[config.mk]
export PLATFORM = sky130hd
export DESIGN_NAME = pcr_resolver
export DESIGN_NICKNAME = d
export VERILOG_FILES = /design/src/inc/pcr_pkg.sv /design/src/design/pcr_resolver.sv
export SDC_FILE = /design/constraint.sdc
export NUM_CORES = 1
export LEC_CHECK = 0
export BUFFER_PORTS_ARGS = -buffer_cell sky130_fd_sc_hd__clkbuf_2
export CAP_MARGIN = 20
export CELL_PAD_IN_SITES_DETAIL_PLACEMENT = 1
export CELL_PAD_IN_SITES_GLOBAL_PLACEMENT = 2
export CORE_ASPECT_RATIO = 1.25
export CORE_MARGIN = 2
export CORE_UTILIZATION = 33
export CTS_BUF_LIST = sky130_fd_sc_hd__clkbuf_4
export DETAILED_ROUTE_END_ITERATION = 8
export PLACE_DENSITY = 0.88
export SYNTH_ARGS = -nofsm -noshare
export SYNTH_HDL_FRONTEND = slang
export SYNTH_SLANG_ARGS = --single-unit
[constraint.sdc]
create_clock -name clk -period 5.4 [get_ports clk]
set_clock_uncertainty 0.2 [all_clocks]
set_input_delay 0.81 -clock clk [delete_from_list [all_inputs] [get_ports clk]]
set_output_delay 0.81 -clock clk [all_outputs]
set_load 0.005 [all_outputs]
[src/inc/pcr_pkg.sv]
// constants, types and field layout of the package idle-state resolver
// assumes one 20 MHz core clock and a synchronous active-high reset
package pcr_pkg;

	localparam logic [2:0] PCR_CS_C0 = 3'h0;
	localparam logic [2:0] PCR_CS_C1 = 3'h1;
	localparam logic [2:0] PCR_CS_C2 = 3'h2;
	localparam logic [2:0] PCR_CS_C3 = 3'h3;
	localparam logic [2:0] PCR_CS_C4 = 3'h4;
	localparam logic [2:0] PCR_CS_C6 = 3'h6;

	typedef enum logic [2:0] {
		PKG_C0  = 3'h0,
		PKG_C1  = 3'h1,
		PKG_C2  = 3'h2,
		PKG_C3  = 3'h3,
		PKG_C4  = 3'h4,
		PKG_C1E = 3'h5,
		PKG_C6  = 3'h6
	} pcr_pstate_type;

	typedef enum logic [2:0] {
		BRK_IDLE   = 3'h0,
		BRK_UNMASK = 3'h1,
		BRK_MASKED = 3'h2,
		BRK_MEM    = 3'h3,
		BRK_HOLD   = 3'h4
	} pcr_brk_state_type;

	typedef struct packed {
		logic [2:0] cstate;
		logic       c1e_hint;
	} pcr_core_req_type;

	typedef struct packed {
		logic valid;
		logic core;
		logic masked;
		logic mem;
	} pcr_brk_type;

	typedef struct packed {
		logic        psel;
		logic        penable;
		logic        pwrite;
		logic [11:0] paddr;
		logic [31:0] pwdata;
	} pcr_apb_req_type;

	typedef struct packed {
		logic        pready;
		logic        pslverr;
		logic [31:0] prdata;
	} pcr_apb_rsp_type;

	// register offsets
	localparam logic [11:0] PCR_OFS_CTRL   = 12'h000;
	localparam logic [11:0] PCR_OFS_STATUS = 12'h004;
	localparam logic [11:0] PCR_OFS_CORES  = 12'h008;
	localparam logic [11:0] PCR_OFS_BRKCNT = 12'h00c;

	// control fields
	localparam int PCR_CTRL_C1E_EN  = 0;
	localparam int PCR_CTRL_AUTOPRO = 1;
	localparam int PCR_CTRL_LIM_LO  = 4;
	localparam logic       PCR_RST_C1E_EN  = 1'b0;
	localparam logic       PCR_RST_AUTOPRO = 1'b0;
	localparam logic [2:0] PCR_RST_LIMIT   = 3'h6;

	// status fields
	localparam int PCR_ST_PKG_LO   = 0;
	localparam int PCR_ST_PREV_LO  = 4;
	localparam int PCR_ST_BRK_LO   = 8;
	localparam int PCR_ST_GRANT    = 12;
	localparam int PCR_ST_ALLOW    = 13;
	localparam int PCR_ST_HOLD     = 14;
	localparam int PCR_ST_FREQ_LOW = 16;
	localparam int PCR_ST_VOLT_LOW = 17;
	localparam int PCR_ST_MEM_SVC  = 18;
	localparam int PCR_CORE1_LO    = 4;

	// settle time between frequency drop and voltage drop
	localparam int PCR_CLK_NS        = 50;
	localparam int PCR_VSTEP_NS      = 1000;
	localparam int PCR_VSTEP_CYC     = (PCR_VSTEP_NS + PCR_CLK_NS - 1) / PCR_CLK_NS;
	localparam logic [7:0] PCR_VSTEP = 8'(PCR_VSTEP_CYC);

endpackage

[src/design/pcr_resolver.sv]
// package idle-state resolver for a two-core processor
// cores and break sources share clk; platform pins are asynchronous
`timescale 1ns/10ps
module pcr_resolver (
	input  wire logic                     clk,
	input  wire logic                     reset,
	input  wire pcr_pkg::pcr_apb_req_type apb_req,
	output pcr_pkg::pcr_apb_rsp_type      apb_rsp,
	input  wire pcr_pkg::pcr_core_req_type core_req [2],
	input  wire pcr_pkg::pcr_brk_type     brk,
	input  wire logic                     mem_done,
	input  wire logic                     cores_saved,
	input  wire logic                     llc_active,
	input  wire logic                     plat_grant,
	input  wire logic                     plat_allow,
	input  wire logic                     plat_hold,
	output logic [2:0]                    pkg_state,
	output logic [1:0]                    core_wake,
	output logic                          brk_msg_valid,
	output logic                          brk_msg_core,
	output logic                          mem_service,
	output logic                          freq_low,
	output logic                          volt_low,
	output logic                          llc_snoop_en,
	output logic                          regulator_deep_sleep_flag,
	output logic                          regulator_load_hint
);
	import pcr_pkg::*;

	// ---------------------------------------------------------------
	// helpers
	// ---------------------------------------------------------------
	function automatic logic [2:0] shallower(input logic [2:0] a, input logic [2:0] b);
		shallower = (a < b) ? a : b;
	endfunction

	function automatic logic is_reg(input logic [11:0] a, input logic [11:0] ofs);
		is_reg = (a == ofs);
	endfunction

	// ---------------------------------------------------------------
	// platform pin synchronisers
	// ---------------------------------------------------------------
	logic [2:0] plat_meta_r;
	logic [2:0] plat_sync_r;
	logic       grant_s;
	logic       allow_s;
	logic       hold_s;

	always_ff @(posedge clk) begin
		if (reset) begin
			plat_meta_r <= 3'h0;
			plat_sync_r <= 3'h0;
		end else begin
			plat_meta_r <= {plat_hold, plat_allow, plat_grant};
			plat_sync_r <= plat_meta_r;
		end
	end

	assign grant_s = plat_sync_r[0];
	assign allow_s = plat_sync_r[1];
	assign hold_s  = plat_sync_r[2];

	// ---------------------------------------------------------------
	// control register
	// ---------------------------------------------------------------
	logic       c1e_en_r;
	logic       autopro_r;
	logic [2:0] limit_r;
	logic       wr_acc;
	logic       rd_setup;

	assign wr_acc   = apb_req.psel & apb_req.penable & apb_req.pwrite;
	assign rd_setup = apb_req.psel & ~apb_req.penable & ~apb_req.pwrite;

	always_ff @(posedge clk) begin
		if (reset) begin
			c1e_en_r  <= PCR_RST_C1E_EN;
			autopro_r <= PCR_RST_AUTOPRO;
			limit_r   <= PCR_RST_LIMIT;
		end else if (wr_acc && is_reg(apb_req.paddr, PCR_OFS_CTRL)) begin
			c1e_en_r  <= apb_req.pwdata[PCR_CTRL_C1E_EN];
			autopro_r <= apb_req.pwdata[PCR_CTRL_AUTOPRO];
			limit_r   <= apb_req.pwdata[PCR_CTRL_LIM_LO +: 3];
		end
	end

	// ---------------------------------------------------------------
	// resolution of the requested package state
	// ---------------------------------------------------------------
	logic [2:0]     req_min;
	logic           all_hint;
	pcr_pstate_type c1_kind;
	pcr_pstate_type target;

	assign req_min  = shallower(core_req[0].cstate, core_req[1].cstate);
	assign all_hint = core_req[0].c1e_hint & core_req[1].c1e_hint;

	// plain C1 saves nothing; hint or auto-promotion lifts it to C1E
	always_comb begin
		c1_kind = PKG_C1;
		if (c1e_en_r && (all_hint || autopro_r)) begin
			c1_kind = PKG_C1E;
		end
	end

	// cores are never forced shallower here, so they may sit deeper
	always_comb begin
		target = PKG_C0;
		if (req_min == PCR_CS_C0) begin
			target = PKG_C0;
		end else if (req_min == PCR_CS_C1) begin
			target = c1_kind;
		end else if (limit_r <= PCR_CS_C1) begin
			target = c1e_en_r ? PKG_C1E : PKG_C1;
		end else if (req_min == PCR_CS_C6 && !grant_s && allow_s) begin
			target = PKG_C3;
		end else if (!grant_s) begin
			target = PKG_C0;
		end else begin
			case (shallower(req_min, limit_r))
				PCR_CS_C2: target = PKG_C2;
				PCR_CS_C3: target = PKG_C3;
				PCR_CS_C4: target = PKG_C4;
				PCR_CS_C6: target = cores_saved ? PKG_C6 : PKG_C4;
				default:   target = PKG_C4;
			endcase
		end
	end

	// ---------------------------------------------------------------
	// break handling and package state
	// ---------------------------------------------------------------
	pcr_brk_state_type brk_r;
	pcr_pstate_type    pkg_r;
	pcr_pstate_type    prev_r;
	logic              tgt_r;
	logic              mem_svc_r;
	logic [1:0]        wake_r;
	logic              msg_valid_r;
	logic              msg_core_r;
	logic [15:0]       brk_cnt_r;

	always_ff @(posedge clk) begin
		if (reset) begin
			brk_r  <= BRK_IDLE;
			pkg_r  <= PKG_C0;
			prev_r <= PKG_C0;
			tgt_r  <= 1'b0;
		end else begin
			case (brk_r)
				BRK_IDLE: begin
					if (brk.valid) begin
						prev_r <= pkg_r;
						tgt_r  <= brk.core;
						pkg_r  <= PKG_C0;
						if (brk.mem) begin
							brk_r <= hold_s ? BRK_HOLD : BRK_MEM;
						end else if (brk.masked) begin
							brk_r <= BRK_MASKED;
						end else begin
							brk_r <= BRK_UNMASK;
						end
					end else if (pkg_r == PKG_C6 && llc_active && target != PKG_C0) begin
						pkg_r <= PKG_C6;
					end else begin
						pkg_r <= target;
					end
				end
				BRK_UNMASK: begin
					// package waits in C0 until the woken core reports C0
					pkg_r <= PKG_C0;
					if (core_req[tgt_r].cstate == PCR_CS_C0) begin
						brk_r <= BRK_IDLE;
					end
				end
				BRK_MASKED: begin
					pkg_r <= prev_r;
					brk_r <= BRK_IDLE;
				end
				BRK_MEM: begin
					if (mem_done) begin
						pkg_r <= prev_r;
						brk_r <= BRK_IDLE;
					end
				end
				BRK_HOLD: begin
					pkg_r <= PKG_C0;
					if (mem_done && !hold_s) begin
						brk_r <= BRK_IDLE;
					end
				end
				default: begin
					brk_r <= BRK_IDLE;
				end
			endcase
		end
	end

	// memory service flag covers both memory break paths
	always_ff @(posedge clk) begin
		if (reset) begin
			mem_svc_r <= 1'b0;
		end else if (brk_r == BRK_IDLE && brk.valid && brk.mem) begin
			mem_svc_r <= 1'b1;
		end else if (mem_done) begin
			mem_svc_r <= 1'b0;
		end
	end

	// core wake and message forwarding, one-cycle pulses
	always_ff @(posedge clk) begin
		if (reset) begin
			wake_r      <= 2'h0;
			msg_valid_r <= 1'b0;
			msg_core_r  <= 1'b0;
		end else begin
			wake_r      <= 2'h0;
			msg_valid_r <= 1'b0;
			if (brk_r == BRK_IDLE && brk.valid && !brk.mem) begin
				wake_r[brk.core] <= 1'b1;
				msg_valid_r      <= 1'b1;
				msg_core_r       <= brk.core;
			end
		end
	end

	always_ff @(posedge clk) begin
		if (reset) begin
			brk_cnt_r <= 16'h0000;
		end else if (brk_r == BRK_IDLE && brk.valid) begin
			brk_cnt_r <= brk_cnt_r + 16'h0001;
		end
	end

	// ---------------------------------------------------------------
	// C1E frequency then voltage sequencing
	// ---------------------------------------------------------------
	logic       freq_low_r;
	logic       volt_low_r;
	logic [7:0] vstep_r;

	always_ff @(posedge clk) begin
		if (reset) begin
			freq_low_r <= 1'b0;
			volt_low_r <= 1'b0;
			vstep_r    <= 8'h00;
		end else if (pkg_r == PKG_C1E) begin
			if (!freq_low_r) begin
				freq_low_r <= 1'b1;
				vstep_r    <= PCR_VSTEP;
			end else if (vstep_r != 8'h00) begin
				vstep_r <= vstep_r - 8'h01;
			end else begin
				volt_low_r <= 1'b1;
			end
		end else begin
			// raise voltage before restoring the clock
			volt_low_r <= 1'b0;
			if (!volt_low_r) begin
				freq_low_r <= 1'b0;
			end
			vstep_r <= 8'h00;
		end
	end

	// ---------------------------------------------------------------
	// regulator and cache indicators
	// ---------------------------------------------------------------
	logic deep_r;
	logic load_r;
	logic snoop_r;

	always_ff @(posedge clk) begin
		if (reset) begin
			deep_r  <= 1'b0;
			load_r  <= 1'b0;
			snoop_r <= 1'b1;
		end else begin
			deep_r  <= (pkg_r == PKG_C6);
			load_r  <= (pkg_r != PKG_C0);
			snoop_r <= 1'b1;
		end
	end

	// ---------------------------------------------------------------
	// apb read path, zero wait states
	// ---------------------------------------------------------------
	logic [31:0] rdata_r;
	logic        rd_err_r;
	logic        map_hit;

	assign map_hit = is_reg(apb_req.paddr, PCR_OFS_CTRL) | is_reg(apb_req.paddr, PCR_OFS_STATUS) |
		is_reg(apb_req.paddr, PCR_OFS_CORES) | is_reg(apb_req.paddr, PCR_OFS_BRKCNT);

	always_ff @(posedge clk) begin
		if (reset) begin
			rdata_r  <= 32'h0000_0000;
			rd_err_r <= 1'b0;
		end else if (apb_req.psel && !apb_req.penable) begin
			rdata_r  <= 32'h0000_0000;
			rd_err_r <= ~map_hit;
			if (rd_setup) begin
				case (apb_req.paddr)
					PCR_OFS_CTRL: begin
						rdata_r[PCR_CTRL_C1E_EN]         <= c1e_en_r;
						rdata_r[PCR_CTRL_AUTOPRO]        <= autopro_r;
						rdata_r[PCR_CTRL_LIM_LO +: 3]    <= limit_r;
					end
					PCR_OFS_STATUS: begin
						rdata_r[PCR_ST_PKG_LO +: 3]      <= pkg_r;
						rdata_r[PCR_ST_PREV_LO +: 3]     <= prev_r;
						rdata_r[PCR_ST_BRK_LO +: 3]      <= brk_r;
						rdata_r[PCR_ST_GRANT]            <= grant_s;
						rdata_r[PCR_ST_ALLOW]            <= allow_s;
						rdata_r[PCR_ST_HOLD]             <= hold_s;
						rdata_r[PCR_ST_FREQ_LOW]         <= freq_low_r;
						rdata_r[PCR_ST_VOLT_LOW]         <= volt_low_r;
						rdata_r[PCR_ST_MEM_SVC]          <= mem_svc_r;
					end
					PCR_OFS_CORES: begin
						rdata_r[2:0]                     <= core_req[0].cstate;
						rdata_r[PCR_CORE1_LO +: 3]       <= core_req[1].cstate;
					end
					PCR_OFS_BRKCNT: begin
						rdata_r[15:0]                    <= brk_cnt_r;
					end
					default: begin
						rdata_r <= 32'h0000_0000;
					end
				endcase
			end
		end
	end

	assign apb_rsp.pready  = 1'b1;
	assign apb_rsp.pslverr = apb_req.psel & apb_req.penable & rd_err_r;
	assign apb_rsp.prdata  = rdata_r;

	// ---------------------------------------------------------------
	// outputs
	// ---------------------------------------------------------------
	assign pkg_state                 = pkg_r;
	assign core_wake                 = wake_r;
	assign brk_msg_valid             = msg_valid_r;
	assign brk_msg_core              = msg_core_r;
	assign mem_service               = mem_svc_r;
	assign freq_low                  = freq_low_r;
	assign volt_low                  = volt_low_r;
	assign llc_snoop_en              = snoop_r;
	assign regulator_deep_sleep_flag = deep_r;
	assign regulator_load_hint       = load_r;

endmodule

# --- Word-level counts from Yosys, hierarchy flattened ---
# Cells that the tools add are included.
op_classes:
  n_eq_ne: 20
  reduce_logical: 34
  n_bitwise: 17
  mul: 0
  add_sub_neg: 2
  magnitude_cmp: 6
  shifts: 0
  div_mod_pow: 0
  mux: 46
op_table:
  columns: ["cell", "n"]
  rows:
  - ["3-bit two-way mux", 19]
  - ["3-bit one-hot mux with 4 select lines", 3]
  - ["12-bit by 4-bit equality test with 1-bit output (second input constant)", 2]
  - ["19-bit two-way mux", 1]
  - ["16-bit by 1-bit adder with 16-bit output (second input constant)", 1]
  - ["3-bit equality test (second input constant)", 5]
  - ["12-bit by 3-bit equality test with 1-bit output (second input constant)", 1]
  - ["3-bit by 2-bit equality test with 1-bit output (second input constant)", 4]
  - ["1-bit logical AND", 12]
  - ["12-bit logical NOT", 1]
  - ["4-bit two-way mux", 3]
  - ["3-bit one-hot mux with 2 select lines", 2]
  - ["1-bit two-way mux", 10]
  - ["5-bit two-way mux", 2]
  - ["3-bit logical NOT", 3]
  - ["3-bit one-hot mux with 3 select lines", 1]
  - ["2-bit inequality test (second input constant)", 4]
  - ["2-bit one-hot mux with 4 select lines", 1]
  - ["8-bit nonzero test", 1]
  - ["8-bit by 1-bit subtractor with 8-bit output (second input constant)", 1]
  - ["1-bit NOT", 7]
  - ["1-bit bitwise AND", 6]
  - ["3-bit by 1-bit equality test with 1-bit output (second input constant)", 2]
  - ["3-bit less-than comparator", 2]
  - ["other kinds (19)", 31]
word_totals:
  n_memories: 0
  latch_bits: 0
  inputBits: 67
  output_inout_bits: 47
  ram_bits: 0
  romBits: 0
  ff_bits: 87

# --- Longest topological paths before layout ---
logic_depth:
  depth_word: 16
  mapped_depth: 14
  ltp_nobuf: 14

# --- Worst setup path after synthesis ---
# Ideal clock, no wire load.
synth_timing:
  path_type: "input port to flip-flop"
  startpoint: "input port core_req[3] (netlist name)"
  endpoint: "register pkg_r[2], in the netlist pkg_state[2]"
  arrival_ns: 3.335
  setup_ns: 0.058
  setup_slack_ns: 1.807
  required_time_ns: 5.142
  path_stages: 13
  path_cell_list: "inv_1 > ha_1 > nand2_1 > o21ai_1 > mux2_4 > ha_1 > o21ai_0 > nand2b_1 > and2_1 > o32ai_1 > a41oi_2 > a2111oi_1 > a211o_1"
synth_via:
  elab_chain_cells: 16
  elab_cells_between_ends: 23
synth_lines:
  columns: ["element", "line", "rtl"]
  rows:
  - ["start, declared", "pcr_resolver.sv:9", "input wire pcr_pkg::pcr_core_req_type core_req [2],"]
  - ["3-bit less-than comparator", "pcr_resolver.sv:34", "shallower = (a < b) ? a : b;"]
  - ["3-bit two-way mux (*)", "pcr_resolver.sv:34", null]
  - ["3-bit less-than comparator", "pcr_resolver.sv:34", null]
  - ["3-bit two-way mux", "pcr_resolver.sv:34", null]
  - ["3-bit equality test / 3-bit by 2-bit equality test with 1-bit output (equally long branches)", "pcr_resolver.sv:121", "case (shallower(req_min, limit_r))"]
  - ["3-bit one-hot mux with 3 select lines", "pcr_resolver.sv:121", null]
  - ["3-bit two-way mux", "pcr_resolver.sv:118", "end else if (!grant_s) begin"]
  - ["3-bit two-way mux", "pcr_resolver.sv:116", "end else if (req_min == PCR_CS_C6 && !grant_s && allow_s) begin"]
  - ["3-bit two-way mux", "pcr_resolver.sv:114", "end else if (limit_r <= PCR_CS_C1) begin"]
  - ["3-bit two-way mux", "pcr_resolver.sv:112", "end else if (req_min == PCR_CS_C1) begin"]
  - ["3-bit two-way mux (*)", "pcr_resolver.sv:110", "if (req_min == PCR_CS_C0) begin"]
  - ["3-bit nonzero test", "pcr_resolver.sv:164", "end else if (pkg_r == PKG_C6 && llc_active && target != PKG_C0) begin"]
  - ["1-bit logical AND", "pcr_resolver.sv:164", null]
  - ["3-bit two-way mux (*)", "pcr_resolver.sv:164", null]
  - ["3-bit two-way mux (*)", "pcr_resolver.sv:153", "if (brk.valid) begin"]
  - ["3-bit one-hot mux with 4 select lines (*)", "pcr_resolver.sv:151", "case (brk_r)"]
  - ["end signal, assigned", "pcr_resolver.sv:167", "pkg_r <= target;"]
  - ["end signal, assigned", "pcr_resolver.sv:178", "pkg_r <= prev_r;"]
  - ["end signal, assigned", "pcr_resolver.sv:183", "pkg_r <= prev_r;"]
  - ["end, declared", "pcr_resolver.sv:135", "pcr_pstate_type pkg_r;"]
# Mark *: on every way between the ends. The rest lies on a longest branch, timed or not.
# A chain may end at the register's enable or synchronous reset.

# --- Worst setup path in the final report ---
# Ends and elaborated chain as after synthesis.

==> metrics.txt <==
# TYPE chip_impl_metric gauge
chip_impl_info{name="outcome",value="complete, no violations"} 1
chip_impl_metric{name="synth-edff-count",unit=""} 0
chip_impl_metric{name="cts.clk_slew.worst_paths",unit="ns"} 0.12
chip_impl_info{name="end_kind",value="register"} 1
chip_impl_metric{name="netlist_area",unit="µm²"} 3550
chip_impl_info{name="hold_path_class",value="register to register"} 1
chip_impl_metric{name="clockBufferDepth",unit=""} 2
chip_impl_metric{name="ys_seq_elements",unit=""} 74
chip_impl_metric{name="place_worst_setup_slack",unit="ns"} 1.32
chip_impl_metric{name="share_of_post_route_cells_with_drive_strength_above_1",unit=""} 0.210
chip_impl_metric{name="placed_area",unit="µm²"} 3930
chip_impl_metric{name="relSlewSlack",unit=""} 0.427
chip_impl_metric{name="number_of_placed_i_o_pins",unit=""} 114
chip_impl_metric{name="die-width",unit="µm"} 96.7
chip_impl_metric{name="crit_fanout",unit=""} 9
chip_impl_metric{name="register_area",unit="µm²"} 1480
chip_impl_metric{name="dr_total_vias",unit=""} 3089
chip_impl_info{name="timing.setup.critical_path_class",value="input pin to register"} 1
chip_impl_metric{name="clock_latency",unit="ns"} 0.41
chip_impl_info{name="layout_top_registers",value="rdata_r: 19 flops, brk_cnt_r: 16 flops, vstep_r: 8 flops"} 1
chip_impl_info{name="layout_common_cells",value="sky130_fd_sc_hd__dfxtp_1 (74), sky130_fd_sc_hd__clkbuf_2 (71), sky130_fd_sc_hd__nor2_1 (63)"} 1
chip_impl_metric{name="final_layout_fill_cell_count",unit=""} 1308
chip_impl_metric{name="drt_first_iter_violations",unit=""} 190
chip_impl_metric{name="asyncSetResetFlopFracSynth",unit=""} 0
chip_impl_metric{name="cts_resized",unit=""} 0
chip_impl_metric{name="wl_per_cell",unit="µm"} 15.9
chip_impl_info{name="setup_repair_after_global_routing_missed_its_margin",value="no"} 1
chip_impl_metric{name="period_share",unit=""} 0.675
chip_impl_info{name="layout_commonest_cell",value="sky130_fd_sc_hd__dfxtp_1"} 1
chip_impl_metric{name="final-setup-viol-count",unit=""} 0
chip_impl_metric{name="detail_route.first_pass.iterations",unit=""} 4
chip_impl_metric{name="finalWorstPathRequiredPeriod",unit="ns"} 3.64
chip_impl_metric{name="final-instance-count-excl-fill",unit=""} 604
chip_impl_metric{name="post_cts.repair.setup_buffers",unit=""} 0
chip_impl_metric{name="total_area_of_multi_input_combinational_cells",unit="µm²"} 1860
chip_impl_metric{name="globalRoute.totalOverflow",unit=""} 0
chip_impl_metric{name="placementRows",unit=""} 42
chip_impl_metric{name="timing.reg2reg.setup_slack",unit="ns"} 2.69
chip_impl_metric{name="final_hold_fails",unit=""} 0
chip_impl_metric{name="syn-mean-instance-area",unit="µm²"} 8.82
chip_impl_metric{name="count_of_input_and_output_buffers",unit=""} 71
chip_impl_metric{name="critical_path_required",unit="ns"} 5.57
chip_impl_metric{name="fin_nets",unit=""} 542
chip_impl_metric{name="cp.arrival",unit="ns"} 3.81
chip_impl_info{name="synth_flop_cell",value="sky130_fd_sc_hd__dfxtp_1"} 1
chip_impl_metric{name="grt_max_degree",unit=""} 69
chip_impl_metric{name="layout.cell_area.non_filler",unit="µm²"} 4070
chip_impl_metric{name="route.detailed.drc",unit=""} 0
chip_impl_metric{name="die-area",unit="µm²"} 11600
chip_impl_metric{name="tightest_slew",unit="ns"} 0.859
chip_impl_metric{name="portion_of_the_post_synthesis_area_used_by_sequential_elements",unit=""} 0.418
chip_impl_info{name="tritoncts",value="done"} 1
chip_impl_metric{name="ys_warn_count",unit=""} 0
chip_impl_metric{name="number_of_flip_flops_in_the_largest_register",unit=""} 19
chip_impl_metric{name="slew_viol_final",unit=""} 0
chip_impl_metric{name="global_route.usage.total",unit=""} 0.169
chip_impl_metric{name="floorplan.initialDensity",unit=""} 0.337
chip_impl_metric{name="cts_hold_buf",unit=""} 0
chip_impl_metric{name="setup_tns",unit="ns"} 0
chip_impl_metric{name="post-place-cells",unit=""} 587
chip_impl_metric{name="p_per_area",unit="nW/µm²"} 249
chip_impl_metric{name="viasPerCell",unit=""} 5.11
chip_impl_metric{name="cts.sink_count",unit=""} 74
chip_impl_metric{name="grt_first_pass_wirelength",unit="mm"} 15.9
chip_impl_info{name="clk_root_buffer_cell",value="sky130_fd_sc_hd__clkbuf_4"} 1
chip_impl_metric{name="grt_antenna_before_repair",unit=""} 1
chip_impl_metric{name="cts_buffers",unit=""} 9
chip_impl_metric{name="hpwlAfterDp",unit="mm"} 7.30
chip_impl_metric{name="cts-htree-levels",unit=""} 3
chip_impl_metric{name="timing.final.ws_setup",unit="ns"} 1.76
chip_impl_metric{name="vias_in_the_first_global_route",unit=""} 3172
chip_impl_metric{name="detail-route-antenna-nets",unit=""} 0
chip_impl_metric{name="wirelength",unit="mm"} 9.58
chip_impl_metric{name="synth.lib_cells_used.distinct",unit=""} 58
chip_impl_info{name="regMostFlops",value="rdata_r"} 1
chip_impl_metric{name="design_power_total",unit="mW"} 1.02
chip_impl_metric{name="coreArea",unit="µm²"} 10500
chip_impl_info{name="startpoint_type_of_the_worst_setup_path",value="input pin"} 1
chip_impl_metric{name="vdd.ir_drop.worst",unit="µV"} 98.1
chip_impl_metric{name="die_height",unit="µm"} 120
chip_impl_metric{name="gp_congestion",unit=""} 0.764
chip_impl_metric{name="depth_of_the_worst_register_to_register_path",unit=""} 9
chip_impl_metric{name="post_synth_inst_count",unit=""} 402
chip_impl_metric{name="synthesis_to_finish_area_growth",unit="%"} 14.9
chip_impl_metric{name="max_clock_freq",unit="MHz"} 275
chip_impl_metric{name="static-leakage-power",unit="nW"} 1.73
chip_impl_metric{name="max_cap_violations",unit=""} 0
chip_impl_metric{name="holdPathStages",unit=""} 1
==> worst max-delay path, stage by stage <==
cell and delay, ns:
sky130_fd_sc_hd__clkbuf_2 0.15, sky130_fd_sc_hd__inv_1 0.06, sky130_fd_sc_hd__ha_1 0.35, sky130_fd_sc_hd__nand2_1 0.07, sky130_fd_sc_hd__o21ai_1 0.15, sky130_fd_sc_hd__mux2_4 0.37
sky130_fd_sc_hd__ha_1 0.28, sky130_fd_sc_hd__o21ai_0 0.17, sky130_fd_sc_hd__nand2b_1 0.11, sky130_fd_sc_hd__and2_1 0.16, sky130_fd_sc_hd__o32ai_1 0.35, sky130_fd_sc_hd__a41oi_2 0.21
sky130_fd_sc_hd__a2111oi_1 0.43, sky130_fd_sc_hd__a211o_1 0.15
==> cell usage after synthesis, types with 5 or more instances <==
cell type	n	area, µm²
sky130_fd_sc_hd__xor2_1	12	105
sky130_fd_sc_hd__xnor2_1	7	61.3
sky130_fd_sc_hd__o21ai_0	11	55.1
sky130_fd_sc_hd__buf_4	15	113
sky130_fd_sc_hd__nor3_1	8	40.0
sky130_fd_sc_hd__nor2_1	63	236
sky130_fd_sc_hd__clkbuf_1	14	52.6
sky130_fd_sc_hd__nand2_1	32	120
sky130_fd_sc_hd__ha_1	9	113
sky130_fd_sc_hd__or3_1	5	31.3
sky130_fd_sc_hd__a21oi_1	20	100
sky130_fd_sc_hd__nand3_1	7	35.0
sky130_fd_sc_hd__mux2i_1	6	60.1
sky130_fd_sc_hd__a22oi_1	12	90.1
sky130_fd_sc_hd__a222oi_1	7	70.1
sky130_fd_sc_hd__nor2b_1	13	81.3
sky130_fd_sc_hd__dfxtp_1	74	1480
sky130_fd_sc_hd__inv_1	16	60.1
==> kinds of logic (layout without fill, tap and decap cells) <==
| kind of cell | after synthesis | after routing | synth area share |
|---|---|---|---|
| simple gates | 162 | 162 | 0.227 |
| compound gates | 76 | 76 | 0.150 |
| flops | 74 | 74 | 0.418 |
| buf+inv | 48 | 104 | 0.0702 |
| xor+xnor | 19 | 19 | 0.0469 |
| mux | 12 | 12 | 0.0540 |
| fa+ha+maj | 9 | 9 | 0.0318 |
| other cells | 2 | 16 | 0.00212 |
==> final cells by class <==
type / count / share of cell area
clock inverter: 5 / 0.0135
antenna: 1 / 0.000614
inverter: 16 / 0.0147
clock buffer: 11 / 0.0203
sequential: 74 / 0.364
multi-input combinational: 293 / 0.458
tap: 132 / 0.0405
timing repair buffer: 72 / 0.0891
==> worst paths after layout <==
path / from / to
max reg2reg: limit_r[1] / pkg_state[2]
max: core_req[3] / pkg_state[2]
min: plat_meta_r[1] / plat_sync_r[1]
min reg2reg: plat_meta_r[1] / plat_sync_r[1]
==> report_power, final <==
part	total, mW	switching (mW)	internal [mW]
Clock	0.346	0.196	0.150
Combinational	0.103	0.0599	0.0429
Sequential	0.566	0.0109	0.555
Total	1.02	0.267	0.748
==> stage by stage <==
step,utilization,hold WS [ns]
finish,0.388,0.260
floorplan,-,0.214
detailed placement,0.374,0.246
global placement,0.374,0.226
global route,0.388,0.283
CTS,0.387,0.265
==> layer usage <==
metal | vias up | part of all wire | GRT usage
li1 | 1519 | - | -
met1 | 1498 | 0.41 | 0.195
met2 | 56 | 0.53 | 0.306
met5 | - | 0 | 0
met3 | 16 | 0.028 | 0.0262
met4 | 0 | 0.031 | 0.0810
Power figures use the tool's default switching activity.
